===== src/hdl/dtc_defines.svh =====
// Constants of the dual timer/counter: field positions, reset values, timing.
// Assumes inclusion by bare name from the package; the design modules use its macros without including it.
`ifndef DTC_DEFINES_SVH
`define DTC_DEFINES_SVH

// ==========================================================
// Timing
// ==========================================================
`define DTC_PER_CLK_PER_CYCLE 3'h6
`define DTC_PRESCALE_BITS 5

// ==========================================================
// Mode register fields (timer 0 low nibble, timer 1 high nibble)
// ==========================================================
`define DTC_MODE_T0_LSB 0
`define DTC_MODE_T1_LSB 4
`define DTC_MODE_SEL_LO 0
`define DTC_MODE_SEL_HI 1
`define DTC_MODE_SRC 2
`define DTC_MODE_GATE 3

// ==========================================================
// Control register fields
// ==========================================================
`define DTC_CTL_RUN0 4
`define DTC_CTL_FLAG0 5
`define DTC_CTL_RUN1 6
`define DTC_CTL_FLAG1 7

// ==========================================================
// Reset values
// ==========================================================
`define DTC_RST_BYTE 8'h00
`define DTC_RST_MODE 8'h00

`endif


===== src/hdl/dtc_pkg.sv =====
// Types shared by the dual timer/counter design files.
// Assumes dtc_defines.svh is on the include path.
package dtc_pkg;
`include "dtc_defines.svh"

    // ==========================================================
    // Operating modes
    // ==========================================================
    typedef enum logic [1:0] {
        DTC_MODE_PRESCALE = 2'h0,
        DTC_MODE_FULL16 = 2'h1,
        DTC_MODE_RELOAD8 = 2'h2,
        DTC_MODE_SPLIT = 2'h3
    } dtc_mode_type;

    // Per-timer configuration taken from the mode register nibble
    typedef struct packed {
        logic gate_enable;
        logic source_sel;
        dtc_mode_type mode;
    } dtc_cfg_type;

    // Count pair of one timer
    typedef struct packed {
        logic [7:0] count_high_byte;
        logic [7:0] count_low_byte;
    } dtc_count_type;
endpackage


===== src/hdl/dtc_count_unit.sv =====
// One timer's count bytes with preset write and per-mode advance.
// Assumes the caller supplies a one-cycle step pulse for each byte.
`timescale 1ns/1ps

module dtc_count_unit
    import dtc_pkg::*;
(
    // Clock and reset
    input wire logic core_clk_in,
    input wire logic srst_in,
    // Configuration and steps
    input wire dtc_mode_type mode_in,
    input wire logic step_low_in,
    input wire logic step_high_in,
    // Preset writes
    input wire logic wr_low_in,
    input wire logic wr_high_in,
    input wire logic [7:0] wr_data_in,
    // Count and overflow
    output dtc_count_type count_out,
    output logic ovf_low_out,
    output logic ovf_high_out
);

    // ==========================================================
    // Overflow detection
    // ==========================================================
    logic low_full;
    logic high_full;
    logic [7:0] next_low;
    logic [7:0] next_high;
    logic carry;

    // Prescale mode only uses the five low bits of the low byte
    assign low_full = (mode_in == DTC_MODE_PRESCALE)
        ? (count_out.count_low_byte[4:0] == 5'h1f)
        : (count_out.count_low_byte == 8'hff);
    assign high_full = (count_out.count_high_byte == 8'hff);

    // Cascade carry from low byte into high byte
    always_comb begin
        next_low = count_out.count_low_byte;
        next_high = count_out.count_high_byte;
        carry = 1'b0;
        if (step_low_in) begin
            next_low = count_out.count_low_byte + 8'h01;
            carry = low_full;
            if (mode_in == DTC_MODE_PRESCALE && low_full) begin
                next_low = {count_out.count_low_byte[7:5], 5'h00};
            end
            if (mode_in == DTC_MODE_RELOAD8 && low_full) begin
                next_low = count_out.count_high_byte;
            end
        end
        if ((carry && (mode_in == DTC_MODE_PRESCALE || mode_in == DTC_MODE_FULL16))
            || step_high_in) begin
            next_high = count_out.count_high_byte + 8'h01;
        end
    end

    // Count bytes; software preset overrides the advance
    always_ff @(posedge core_clk_in) begin
        if (srst_in) begin
            count_out <= {`DTC_RST_BYTE, `DTC_RST_BYTE};
        end else begin
            count_out.count_low_byte <= wr_low_in ? wr_data_in : next_low;
            count_out.count_high_byte <= wr_high_in ? wr_data_in : next_high;
        end
    end

    // Overflow pulses registered for the flag logic
    always_ff @(posedge core_clk_in) begin
        if (srst_in) begin
            ovf_low_out <= 1'b0;
            ovf_high_out <= 1'b0;
        end else begin
            ovf_low_out <= step_low_in && low_full && !wr_low_in;
            ovf_high_out <= (step_high_in || (carry && (mode_in == DTC_MODE_PRESCALE
                || mode_in == DTC_MODE_FULL16))) && high_full && !wr_high_in;
        end
    end
endmodule


===== src/hdl/dtc_top.sv =====
// Dual 16-bit timer/counter with external count and gate pins.
// Assumes a single 40 MHz clock; pins are asynchronous to it.
// Functional notes
// - Each timer cascades low byte into high byte; high overflow sets flag.
// - Run bit lets the selected input advance; setting it never clears counts.
// - Source bit picks divided clock (0) or count pin falling edges (1).
// - Timer operation advances once per six-clock peripheral cycle.
// - Count pin sampled once per cycle; high then low sample counts.
// - Gate clear: run bit alone enables; gate set adds gate pin.
// - Gated timer counts only while gate pin high and run set.
// - Rollover of all ones to zeros sets the overflow flag.
// - Mode bits: 00 prescaled, 01 sixteen-bit, 10 reload, 11 split/halt.
// - Mode 0 uses divide-by-32 prescaler in low-byte five bits.
// - Mode 2 low byte reloads from unchanged high byte on overflow.
// - Timer 0 mode 3 splits; high byte uses timer 1 run and flag.
// - Timer 1 in mode 3 halts and holds its count.
// - Timer 0 uses low mode nibble; timer 1 the high nibble.
// - Vectoring to a timer routine clears its overflow flag.
// - Interrupt request needs timer enable and global enable set.
//
// Design notes
// Presets win over the advance of the same cycle; the written byte loses that step, but a low-byte carry still steps the high byte.
// Mode 0 keeps the upper three low-byte bits as preset; software ignores them.
// Timer 1 keeps its own run bit while timer 0 is split; halt it by mode.
// Pin changes reach the count logic two clocks late through the synchroniser.
// The divider runs free from reset, so the first tick after start may come early.
// A counted pin level must stand a full six-clock cycle or it may be missed.
// An overflow in the cycle of a vector clear leaves the flag set.
// Status outputs trail the internal state by one clock.
`timescale 1ns/1ps

module dtc_top
    import dtc_pkg::*;
(
    // Clock and reset
    input wire logic core_clk_in,
    input wire logic srst_in,
    // Control register image: run bits 4 and 6 written by software
    input wire logic ctl_wr_in,
    input wire logic [7:0] ctl_wdata_in,
    // Mode register write
    input wire logic mode_wr_in,
    input wire logic [7:0] mode_wdata_in,
    // Count byte preset writes: index 0 timer 0, index 1 timer 1
    input wire logic [1:0] wr_low_in,
    input wire logic [1:0] wr_high_in,
    input wire logic [7:0] wr_data_in,
    // Interrupt enables and vector acknowledge
    input wire logic [1:0] timer_irq_enable_in,
    input wire logic global_irq_enable_in,
    input wire logic [1:0] vector_ack_in,
    // External pins
    input wire logic [1:0] count_pin_in,
    input wire logic gate_pin_zero_in,
    input wire logic gate_pin_one_in,
    // Status
    output logic [7:0] timer_control_register_out,
    output logic [7:0] timer_mode_register_out,
    output dtc_count_type count_zero_out,
    output dtc_count_type count_one_out,
    output logic [1:0] irq_out
);

    // ==========================================================
    // Decoding helpers
    // ==========================================================
    function automatic dtc_cfg_type nibble_cfg(input logic [3:0] nib);
        dtc_cfg_type c;
        c.gate_enable = nib[`DTC_MODE_GATE];
        c.source_sel = nib[`DTC_MODE_SRC];
        c.mode = dtc_mode_type'(nib[1:0]);
        return c;
    endfunction

    // ==========================================================
    // Configuration and run bits
    // ==========================================================
    logic [7:0] mode_reg;
    logic run_control_bit [2];
    dtc_cfg_type cfg [2];

    // Mode register, timer 0 in the low nibble
    always_ff @(posedge core_clk_in) begin
        if (srst_in) begin
            mode_reg <= `DTC_RST_MODE;
        end else if (mode_wr_in) begin
            mode_reg <= mode_wdata_in;
        end
    end

    assign cfg[0] = nibble_cfg(mode_reg[`DTC_MODE_T0_LSB +: 4]);
    assign cfg[1] = nibble_cfg(mode_reg[`DTC_MODE_T1_LSB +: 4]);

    // Run bits; writing them never touches the count bytes
    always_ff @(posedge core_clk_in) begin
        if (srst_in) begin
            run_control_bit[0] <= 1'b0;
            run_control_bit[1] <= 1'b0;
        end else if (ctl_wr_in) begin
            run_control_bit[0] <= ctl_wdata_in[`DTC_CTL_RUN0];
            run_control_bit[1] <= ctl_wdata_in[`DTC_CTL_RUN1];
        end
    end

    // ==========================================================
    // Pin synchronisers
    // ==========================================================
    logic [3:0] pin_meta;
    logic [3:0] pin_sync;

    // Two flops on every asynchronous pin
    always_ff @(posedge core_clk_in) begin
        if (srst_in) begin
            pin_meta <= 4'h0;
            pin_sync <= 4'h0;
        end else begin
            pin_meta <= {gate_pin_one_in, gate_pin_zero_in, count_pin_in};
            pin_sync <= pin_meta;
        end
    end

    // ==========================================================
    // Peripheral cycle divider
    // ==========================================================
    logic [2:0] div_cnt;
    logic per_tick;

    // One tick every six clocks
    always_ff @(posedge core_clk_in) begin
        if (srst_in) begin
            div_cnt <= 3'h0;
        end else if (div_cnt == `DTC_PER_CLK_PER_CYCLE - 3'h1) begin
            div_cnt <= 3'h0;
        end else begin
            div_cnt <= div_cnt + 3'h1;
        end
    end

    assign per_tick = (div_cnt == `DTC_PER_CLK_PER_CYCLE - 3'h1);

    // ==========================================================
    // Per-timer input selection
    // ==========================================================
    logic [1:0] enable;
    logic [1:0] step_low;
    logic [1:0] step_high;
    logic [1:0] ovf_low;
    logic [1:0] ovf_high;
    logic split_mode;
    logic t1_halt;
    dtc_count_type count [2];

    assign split_mode = (cfg[0].mode == DTC_MODE_SPLIT);
    assign t1_halt = (cfg[1].mode == DTC_MODE_SPLIT);

    genvar gi;
    generate
        for (gi = 0; gi < 2; gi++) begin : g_timer
            logic pin_sample;
            logic edge_seen;
            logic src_pulse;
            dtc_mode_type unit_mode;

            // Sample count pin once per peripheral cycle
            always_ff @(posedge core_clk_in) begin
                if (srst_in) begin
                    pin_sample <= 1'b0;
                    edge_seen <= 1'b0;
                end else begin
                    edge_seen <= 1'b0;
                    if (per_tick) begin
                        pin_sample <= pin_sync[gi];
                        edge_seen <= pin_sample && !pin_sync[gi];
                    end
                end
            end

            // Gating: run bit, optionally qualified by the gate pin
            assign enable[gi] = run_control_bit[gi]
                && (!cfg[gi].gate_enable || pin_sync[2 + gi]);

            // Count pulses for the low byte (or whole timer)
            assign src_pulse = cfg[gi].source_sel ? edge_seen : per_tick;

            // A halted timer 1 runs its unit as a plain counter that gets no steps
            assign unit_mode = (gi == 0 || !t1_halt) ? cfg[gi].mode : DTC_MODE_FULL16;
            if (gi == 0) begin : g_t0
                assign step_low[gi] = enable[gi] && src_pulse;
                assign step_high[gi] = split_mode && run_control_bit[1] && per_tick;
            end else begin : g_t1
                assign step_low[gi] = enable[gi] && src_pulse && !t1_halt;
                assign step_high[gi] = 1'b0;
            end

            dtc_count_unit u_count (
                .core_clk_in(core_clk_in),
                .srst_in(srst_in),
                .mode_in(unit_mode),
                .step_low_in(step_low[gi]),
                .step_high_in(step_high[gi]),
                .wr_low_in(wr_low_in[gi]),
                .wr_high_in(wr_high_in[gi]),
                .wr_data_in(wr_data_in),
                .count_out(count[gi]),
                .ovf_low_out(ovf_low[gi]),
                .ovf_high_out(ovf_high[gi])
            );
        end
    endgenerate

    // ==========================================================
    // Overflow flags
    // ==========================================================
    logic [1:0] overflow_flag;
    logic [1:0] flag_set;

    // Flag sources: low-byte overflow in reload and in timer 0 split, whole count otherwise
    always_comb begin
        case (cfg[0].mode)
            DTC_MODE_RELOAD8: begin
                flag_set[0] = ovf_low[0];
            end
            DTC_MODE_SPLIT: begin
                flag_set[0] = ovf_low[0];
            end
            default: begin
                flag_set[0] = ovf_high[0];
            end
        endcase
        case (cfg[1].mode)
            DTC_MODE_RELOAD8: begin
                flag_set[1] = ovf_low[1];
            end
            default: begin
                flag_set[1] = ovf_high[1];
            end
        endcase
        // Timer 0's high byte takes timer 1's flag while split
        if (split_mode) begin
            flag_set[1] = ovf_high[0];
        end
    end

    // Set wins over the vector acknowledge clear
    always_ff @(posedge core_clk_in) begin
        if (srst_in) begin
            overflow_flag <= 2'h0;
        end else begin
            for (int i = 0; i < 2; i++) begin
                if (flag_set[i]) begin
                    overflow_flag[i] <= 1'b1;
                end else if (vector_ack_in[i]) begin
                    overflow_flag[i] <= 1'b0;
                end
            end
        end
    end

    // ==========================================================
    // Outputs
    // ==========================================================
    logic [7:0] next_tcr;

    // Control image; bits not held by this block read as zero
    always_comb begin
        next_tcr = 8'h00;
        next_tcr[`DTC_CTL_RUN0] = run_control_bit[0];
        next_tcr[`DTC_CTL_FLAG0] = overflow_flag[0];
        next_tcr[`DTC_CTL_RUN1] = run_control_bit[1];
        next_tcr[`DTC_CTL_FLAG1] = overflow_flag[1];
    end

    // Register images
    always_ff @(posedge core_clk_in) begin
        if (srst_in) begin
            timer_control_register_out <= 8'h00;
            timer_mode_register_out <= 8'h00;
        end else begin
            timer_control_register_out <= next_tcr;
            timer_mode_register_out <= mode_reg;
        end
    end

    // Count images, one clock behind the count units
    always_ff @(posedge core_clk_in) begin
        if (srst_in) begin
            count_zero_out <= '0;
            count_one_out <= '0;
        end else begin
            count_zero_out <= count[0];
            count_one_out <= count[1];
        end
    end

    // Requests need the timer enable and the global enable
    always_ff @(posedge core_clk_in) begin
        if (srst_in) begin
            irq_out <= 2'h0;
        end else begin
            irq_out <= overflow_flag & timer_irq_enable_in
                & {2{global_irq_enable_in}};
        end
    end
endmodule


===== config.mk =====
export PLATFORM = sky130hd
export DESIGN_NAME = dtc_top
export DESIGN_NICKNAME = d
export VERILOG_FILES = /design/src/hdl/dtc_pkg.sv /design/src/hdl/dtc_count_unit.sv /design/src/hdl/dtc_top.sv
export VERILOG_INCLUDE_DIRS = /design/src /design/src/hdl
export SDC_FILE = /design/constraint.sdc
export NUM_CORES = 1
export LEC_CHECK = 0
export ABC_CLOCK_PERIOD_IN_PS = 2300
export CORE_ASPECT_RATIO = 0.75
export CORE_UTILIZATION = 40
export DETAILED_ROUTE_END_ITERATION = 16
export DONT_BUFFER_PORTS = 1
export PLACE_DENSITY_LB_ADDON = 0.15
export RECOVER_POWER = 25
export SLEW_MARGIN = 20
export SYNTH_ARGS = -nofsm -noshare
export SYNTH_HDL_FRONTEND = slang
export SYNTH_SLANG_ARGS = --single-unit

===== constraint.sdc =====
create_clock -name core_clk_in -period 2.3 [get_ports core_clk_in]
set_input_delay 0.69 -clock core_clk_in [delete_from_list [all_inputs] [get_ports core_clk_in]]
set_output_delay 0.69 -clock core_clk_in [all_outputs]
set_load 0.03 [all_outputs]

# [Word-level counts from Yosys, hierarchy flattened]
# Memories as Yosys holds them, arrays and structs flattened.
# Cells that the tools add are included.
[totals] inputBits=41 out_inout_bits=50 word_cells=138 n_memories=1 ff_bits=111 mem_bits_rw=2
[classes] addsub=5 bitwise_logic=5 n_eq_ne=16 n_reduce_logical=50 mux=33
[mem_list] name="run_control_bit" depth=2 width=1 read_ports=2 rd_ports_with_merged_regs=0 write_ports=2 line="dtc_top.sv:79" rtl="logic run_control_bit [2];"
[ops] cell="$mux W8" n=12
[ops] cell="$add A8 B1 Y8 const B" n=4
[ops] cell="$eq A8 B8 Y1 const B" n=4
[ops] cell="$logic_and A1 B1 Y1" n=23
[ops] cell="$mux W1" n=20
[ops] cell="$reduce_bool A2 Y1" n=6
[ops] cell="$eq A2 B2 Y1 const B" n=5
[ops] cell="$eq A5 B5 Y1 const B" n=2
[ops] cell="$logic_not A1 Y1" n=9
[ops] cell="$ne A3 B3 Y1 const B" n=2
[ops] cell="$reduce_or A2 Y1" n=3
[ops] cell="$logic_or A1 B1 Y1" n=5
[ops] cell="$and A2 B2 Y2" n=2
[ops] cell="$eq A2 B1 Y1 const B" n=2
[ops] cell="$logic_not A2 Y1" n=2
[ops] cell="$reduce_and A2 Y1" n=2
[ops] cell="$add A3 B1 Y3 const B" n=1
[ops] cell="$eq A3 B3 Y1 const B" n=1
[ops] cell="$mux W2" n=1
[ops] cell="$or A1 B1 Y1" n=2
[ops] cell="$not A1 Y1" n=1

# [Logic depth before layout (Yosys ltp)]
[depth] depth_word=9 depth_mapped=9 mapped_depth_nobuf=8

# [Cells and area by module]
# Synthesis repeated with hierarchy kept, for this count alone.
[unflattened] cells_unflattened=498 hier_area_um2=4653.2
[modules_own_cells] mod="dtc_top" area_each_um2=2289.7 instances=1 cells_per_inst=200 seq_area_each_um2=1481.4
[modules_own_cells] mod="dtc_count_unit at g_timer[0].u_count" area_each_um2=1187.4 instances=1 cells_per_inst=150 seq_area_each_um2=360.3
[modules_own_cells] mod="dtc_count_unit at g_timer[1].u_count" area_each_um2=1176.1 instances=1 cells_per_inst=148 seq_area_each_um2=360.3

# [Worst setup path before layout]
# OpenSTA, ideal clock, no wires.
[synth_timing] path_type="flip-flop to flip-flop" start="register g_timer[0].u_count.count_out[0] (netlist bit)" end="register g_timer[0].u_count.count_out[15] (netlist bit)" path_buffers=1 required_ns=2.209 stages_incl_launch_ff=10 setup_time_ns=0.091 synth_period_minus_slack_ns=2.572 setup_slack_ns=-0.272 arrival_time_ns=2.481 cell_sequence="dfxtp_1 > ha_1 > and3_1 > ha_1 > or3b_4 > o31a_2 > o31a_1 > buf_6 > or4_1 > a311oi_1"
[synth_between] elab_chain_cells=6 word_cells_on_any_way=7 classes_between="eq/ne (2); mux (2); reduce/logical (3)"
[synth_rtl] element="start, declared" line="dtc_count_unit.sv:20" rtl="output dtc_count_type count_out,"
[synth_rtl] element="start signal, assigned" line="dtc_count_unit.sv:64" rtl="count_out <= {`DTC_RST_BYTE, `DTC_RST_BYTE};"
[synth_rtl] element="$eq A8 B8 Y1 / $eq A5 B5 Y1 (equally long branches)" line="dtc_count_unit.sv:37, dtc_count_unit.sv:36"
[synth_rtl] element="$mux W1 (*)" line="dtc_count_unit.sv:36" rtl="? (count_out.count_low_byte[4:0] == 5'h1f)"
[synth_rtl] element="$mux W1 (*)" line="dtc_count_unit.sv:45" rtl="if (step_low_in) begin"
[synth_rtl] element="$logic_and A1 B1 Y1 (*)" line="dtc_count_unit.sv:55" rtl="if ((carry && (mode_in == DTC_MODE_PRESCALE || mode_in == DTC_MODE_FULL16))"
[synth_rtl] element="$logic_or A1 B1 Y1 (*)" line="dtc_count_unit.sv:56" rtl="|| step_high_in) begin"
[synth_rtl] element="$reduce_bool A2 Y1 (no line) (*)"
# Every way passes the cells marked *; elsewhere a longest branch is shown, timed or not.
# A chain may end at the register's enable or synchronous reset.

# [Final worst setup path]
# Ends and elaborated chain as after synthesis.

==> summary.md <==
| Metric | Value |
|---|---|
| Status | finished with violations |
| Violated checks | setup timing |
| Maximum clock rate | approximately 0.42 GHz |
| Largest net degree at the start of global routing | approximately 110 |
| Number of I/O port buffers | 0 |
| Max reg flops | 32 |
| # H-tree levels | 3 |
| Synth warn | 0 |
| Clock share of power | 0.403 |
| Minimum clock period | ~2.4 ns |
| Antenna Cells | 0 |
| Antenna Violating Nets Remaining | 0 |
| CP max stage delay | roughly 0.43 ns |
| Layout area overhead | 15.0% |
| # DRC | 0 |
| First-pass GRT wire length | between 15 and 20 mm |
| CP max-delay cell | or4_1 |
| DR WL/cell | 16.9 um |
| Final HPWL DP | about 7.6 mm |
| Pwr dens | between 700 and 800 mW/mm^2 |
| Initial antenna violation count | 0 |
| DR iter-0 viols | 235 |
| Regs by FF count | g_timer.u_count.count_out x32, count_one_out x16, count_zero_out x16 |
| Post-Syn Area | approximately 0.0045 mm^2 |
| CTS root buf | clkbuf_16 |
| Vias per cell | ~5.4 |
| Clk slew on worst S/H paths | 0.07 ns |
| Die outline width | around 120 um |
| Crit start category | flop |
| Flop pwr share | 0.539 |
| Async S/R FF share, synth | 0 |
| Max Root-Sink Buffers | 2 |
| Worst Skew | around 0.0053 ns |
| Number of global-route vias before repair | between 3000 and 4000 |
| Crit-path cells | ha_4, and3_4, ha_4, or3b_4, o31a_4, o31a_1, or4_1, a311oi_1 |
| Vias | ~3500 |
| Main synth FF type | dfxtp_1 |
| Post-synthesis sequential area ratio | 0.489 |
| Worst-path maximum fanout | 5 |
| Int Power | between 0.003 and 0.004 W |
| Clk sinks | approximately 110 |
| Final Cell Area | about 0.0052 mm^2 |
| Hold buffer count at cts | 0 |
| Commonest non-fill, non-tap cell in the layout | dfxtp_1 |
| Remaining global-route overflow | 0 |
| Final #Nets | ~550 |
| Leakage | a little over 2 nW |
| Final wirelength | 10.8 mm |
| RSZ-0062 raised after global routing | true |
| Dpl cell area | roughly 0.0048 mm^2 |
| Worst Hold Class | in2reg |
| Die ar. | approximately 0.012 mm^2 |
| Most common cell on crit path | ha_4 |
| Slew Viols, Final | 0 |
| Final worst-path cycle share | 1.02 |
| Endpoint type of the worst setup path | flop |
| Net Sw Power | ~0.00096 W |
| IO Count | between 90 and 100 |
| CP required | 2.56 ns |
| Seq cells post-synth | ~110 |
| WP data arrival | about 2.6 ns |
| Row count | 33 |
| CP Class | reg2reg |
| Hold Slack | around 0.42 ns |
| Die Y | approximately 94 um |
| Most frequent cells in the layout | dfxtp_1 (105), nor2b_1 (46), nor2_1 (35) |
| Worst slew pin tran | between 0.6 and 0.7 ns |
| GRT Util Overall | 0.192 |
| Worst slew margin | 0.598 |
| Net Sw Frac | 0.242 |
| Clk_lat worst skew | approximately 0.34 ns |
| CTS tree | built |
| Initial core utilization | 0.411 |
| Worst vdd ir | around 0.38 mV |
| Cells after Synth | between 400 and 500 |
| Final Setup Violations | 5 |
| Post-route setup slack | -0.0552 ns |
| Synthesized area per cell | between 9 and 10 um^2 |
| Num CTS Buffers | 9 |
| Core area | 0.0109 mm^2 |
| Routability cong. | between 0.8 and 0.9 |
| Cell variety after synth | between 50 and 60 |
| Share of layout cells above drive strength 1 | 0.126 |
| Largest Register | g_timer.u_count.count_out |
| DR pass1 iterations | 9 |
| Worst reg-to-reg setup slack | -0.06 ns |
| Max-cap violations | 0 |
| Post-synth EDFFs | 2 |
| Total power | 0.00396 W |
| Fin. Hold Viols | 0 |
| Combinational cell fraction of total power | 0.058 |
## cells in the mapped netlist (3+ instances only)
library cell	count	area share
and3_1	10	0.014
xnor2_1	5	0.0097
or2_2	3	0.0042
nor4b_1	4	0.0078
a311oi_1	7	0.014
o31ai_1	3	0.0050
nand4_1	8	0.011
nor4_1	4	0.0056
buf_4	4	0.0067
mux2i_1	11	0.024
inv_1	23	0.019
nor2_1	35	0.029
ha_1	8	0.022
nand2b_1	5	0.0069
a21oi_1	20	0.022
a211oi_1	11	0.018
nor3_1	6	0.0067
nand3_1	16	0.018
a31o_2	3	0.0058
a21o_1	8	0.013
and2_1	7	0.0097
dfxtp_1	107	0.48
or3_1	5	0.0069
xor2_1	7	0.014
nand2_1	33	0.028
and4_1	4	0.0078
clkbuf_1	21	0.018
a221oi_1	4	0.0078
nor2b_1	46	0.064
o21ai_0	10	0.011
a31oi_1	3	0.0042
o32ai_1	8	0.016
## layer usage
layer  vias up  wire length, um  GRT usage
met5         -                0          0
met4         0               87     0.0633
met3         5              682     0.0575
met2       103             4690      0.276
met1      1654             5370      0.271
li1       1726                -          -
## area by class of cell
| cell class | instances | area (um^2) |
|---|---|---|
| clock inverters | 5 | 58.8 |
| well taps | 140 | 175 |
| fillers | 1040 | 5760 |
| flip-flops and latches | 109 | 2200 |
| inverters | 23 | 86.3 |
| clock buffers | 11 | 253 |
| multi-input cells | 325 | 2200 |
| repair buffers | 28 | 203 |
## worst max-delay path, delay by kind of cell, from the launching register on
kind,cells,cell delay [ns]
and+or+nand+nor,3,0.99
AOI/OAI and AO/OA,3,0.67
DFF,1,0.35
adders and majority gates,2,0.25
## repair_timing
| action | CTS | global route |
|---|---|---|
| endpoints found under the setup margin | 7 | 15 |
| resized for setup | 6 | 10 |
| setup buffers | 2 | 0 |
| pin swaps | 2 | 6 |
| hold endpoints to repair | 0 | 0 |
## per-stage QoR
step / instances / util / setup slack [ns] / setup TNS (ns)
global route: 641 / 0.473 / -0.139 / -0.839
global placement: 623 / 0.437 / -0.0451 / -0.110
detailed placement: 623 / 0.437 / -0.0853 / -0.310
CTS: 641 / 0.470 / -0.0638 / -0.169
floorplan: 487 / - / -0.0795 / -0.132
finish: 641 / 0.473 / -0.0552 / -0.136
## path summary, 6_finish.rpt
path,startpoint,end,depth (start not counted)
setup / recovery,g_timer[0].u_count.count_out[0]$_SDFFE_PP0P_,g_timer[0].u_count.count_out[15]$_SDFFE_PP0P_,8
hold / removal,srst_in,timer_control_register_out[5]$_SDFF_PP0_,1
setup reg to reg,g_timer[0].u_count.count_out[0]$_SDFFE_PP0P_,g_timer[0].u_count.count_out[15]$_SDFFE_PP0P_,8
hold reg to reg,pin_sync[1]$_SDFF_PP0_,g_timer[1].edge_seen$_SDFF_PP0_,1
## cells by family (layout without fill, tap and decap cells)
group | after synthesis | in the layout | synth area share
AO/OA/AOI/OAI | 96 | 96 | 0.155
XOR/XNOR | 12 | 12 | 0.0233
adder cells (fa/ha/maj) | 8 | 8 | 0.0222
buffers and inverters | 53 | 67 | 0.0514
flip-flops | 109 | 109 | 0.489
multiplexers | 11 | 11 | 0.0245
other | 1 | 4 | 0.000833
AND/OR/NAND/NOR | 194 | 194 | 0.234
## power by group through the flow
stage / sequential [W] / combinational (W) / clock, W
2_1_floorplan: 0.00214 / 0.000217 / 0
3_3_place_gp: 0.00217 / 0.000223 / 0
3_5_place_dp: 0.00218 / 0.000227 / 0
4_1_cts: 0.00213 / 0.000230 / 0.00163
5_1_grt: 0.00215 / 0.000258 / 0.00169
6_report: 0.00213 / 0.000229 / 0.00160
(Power assumes the default switching activity.)
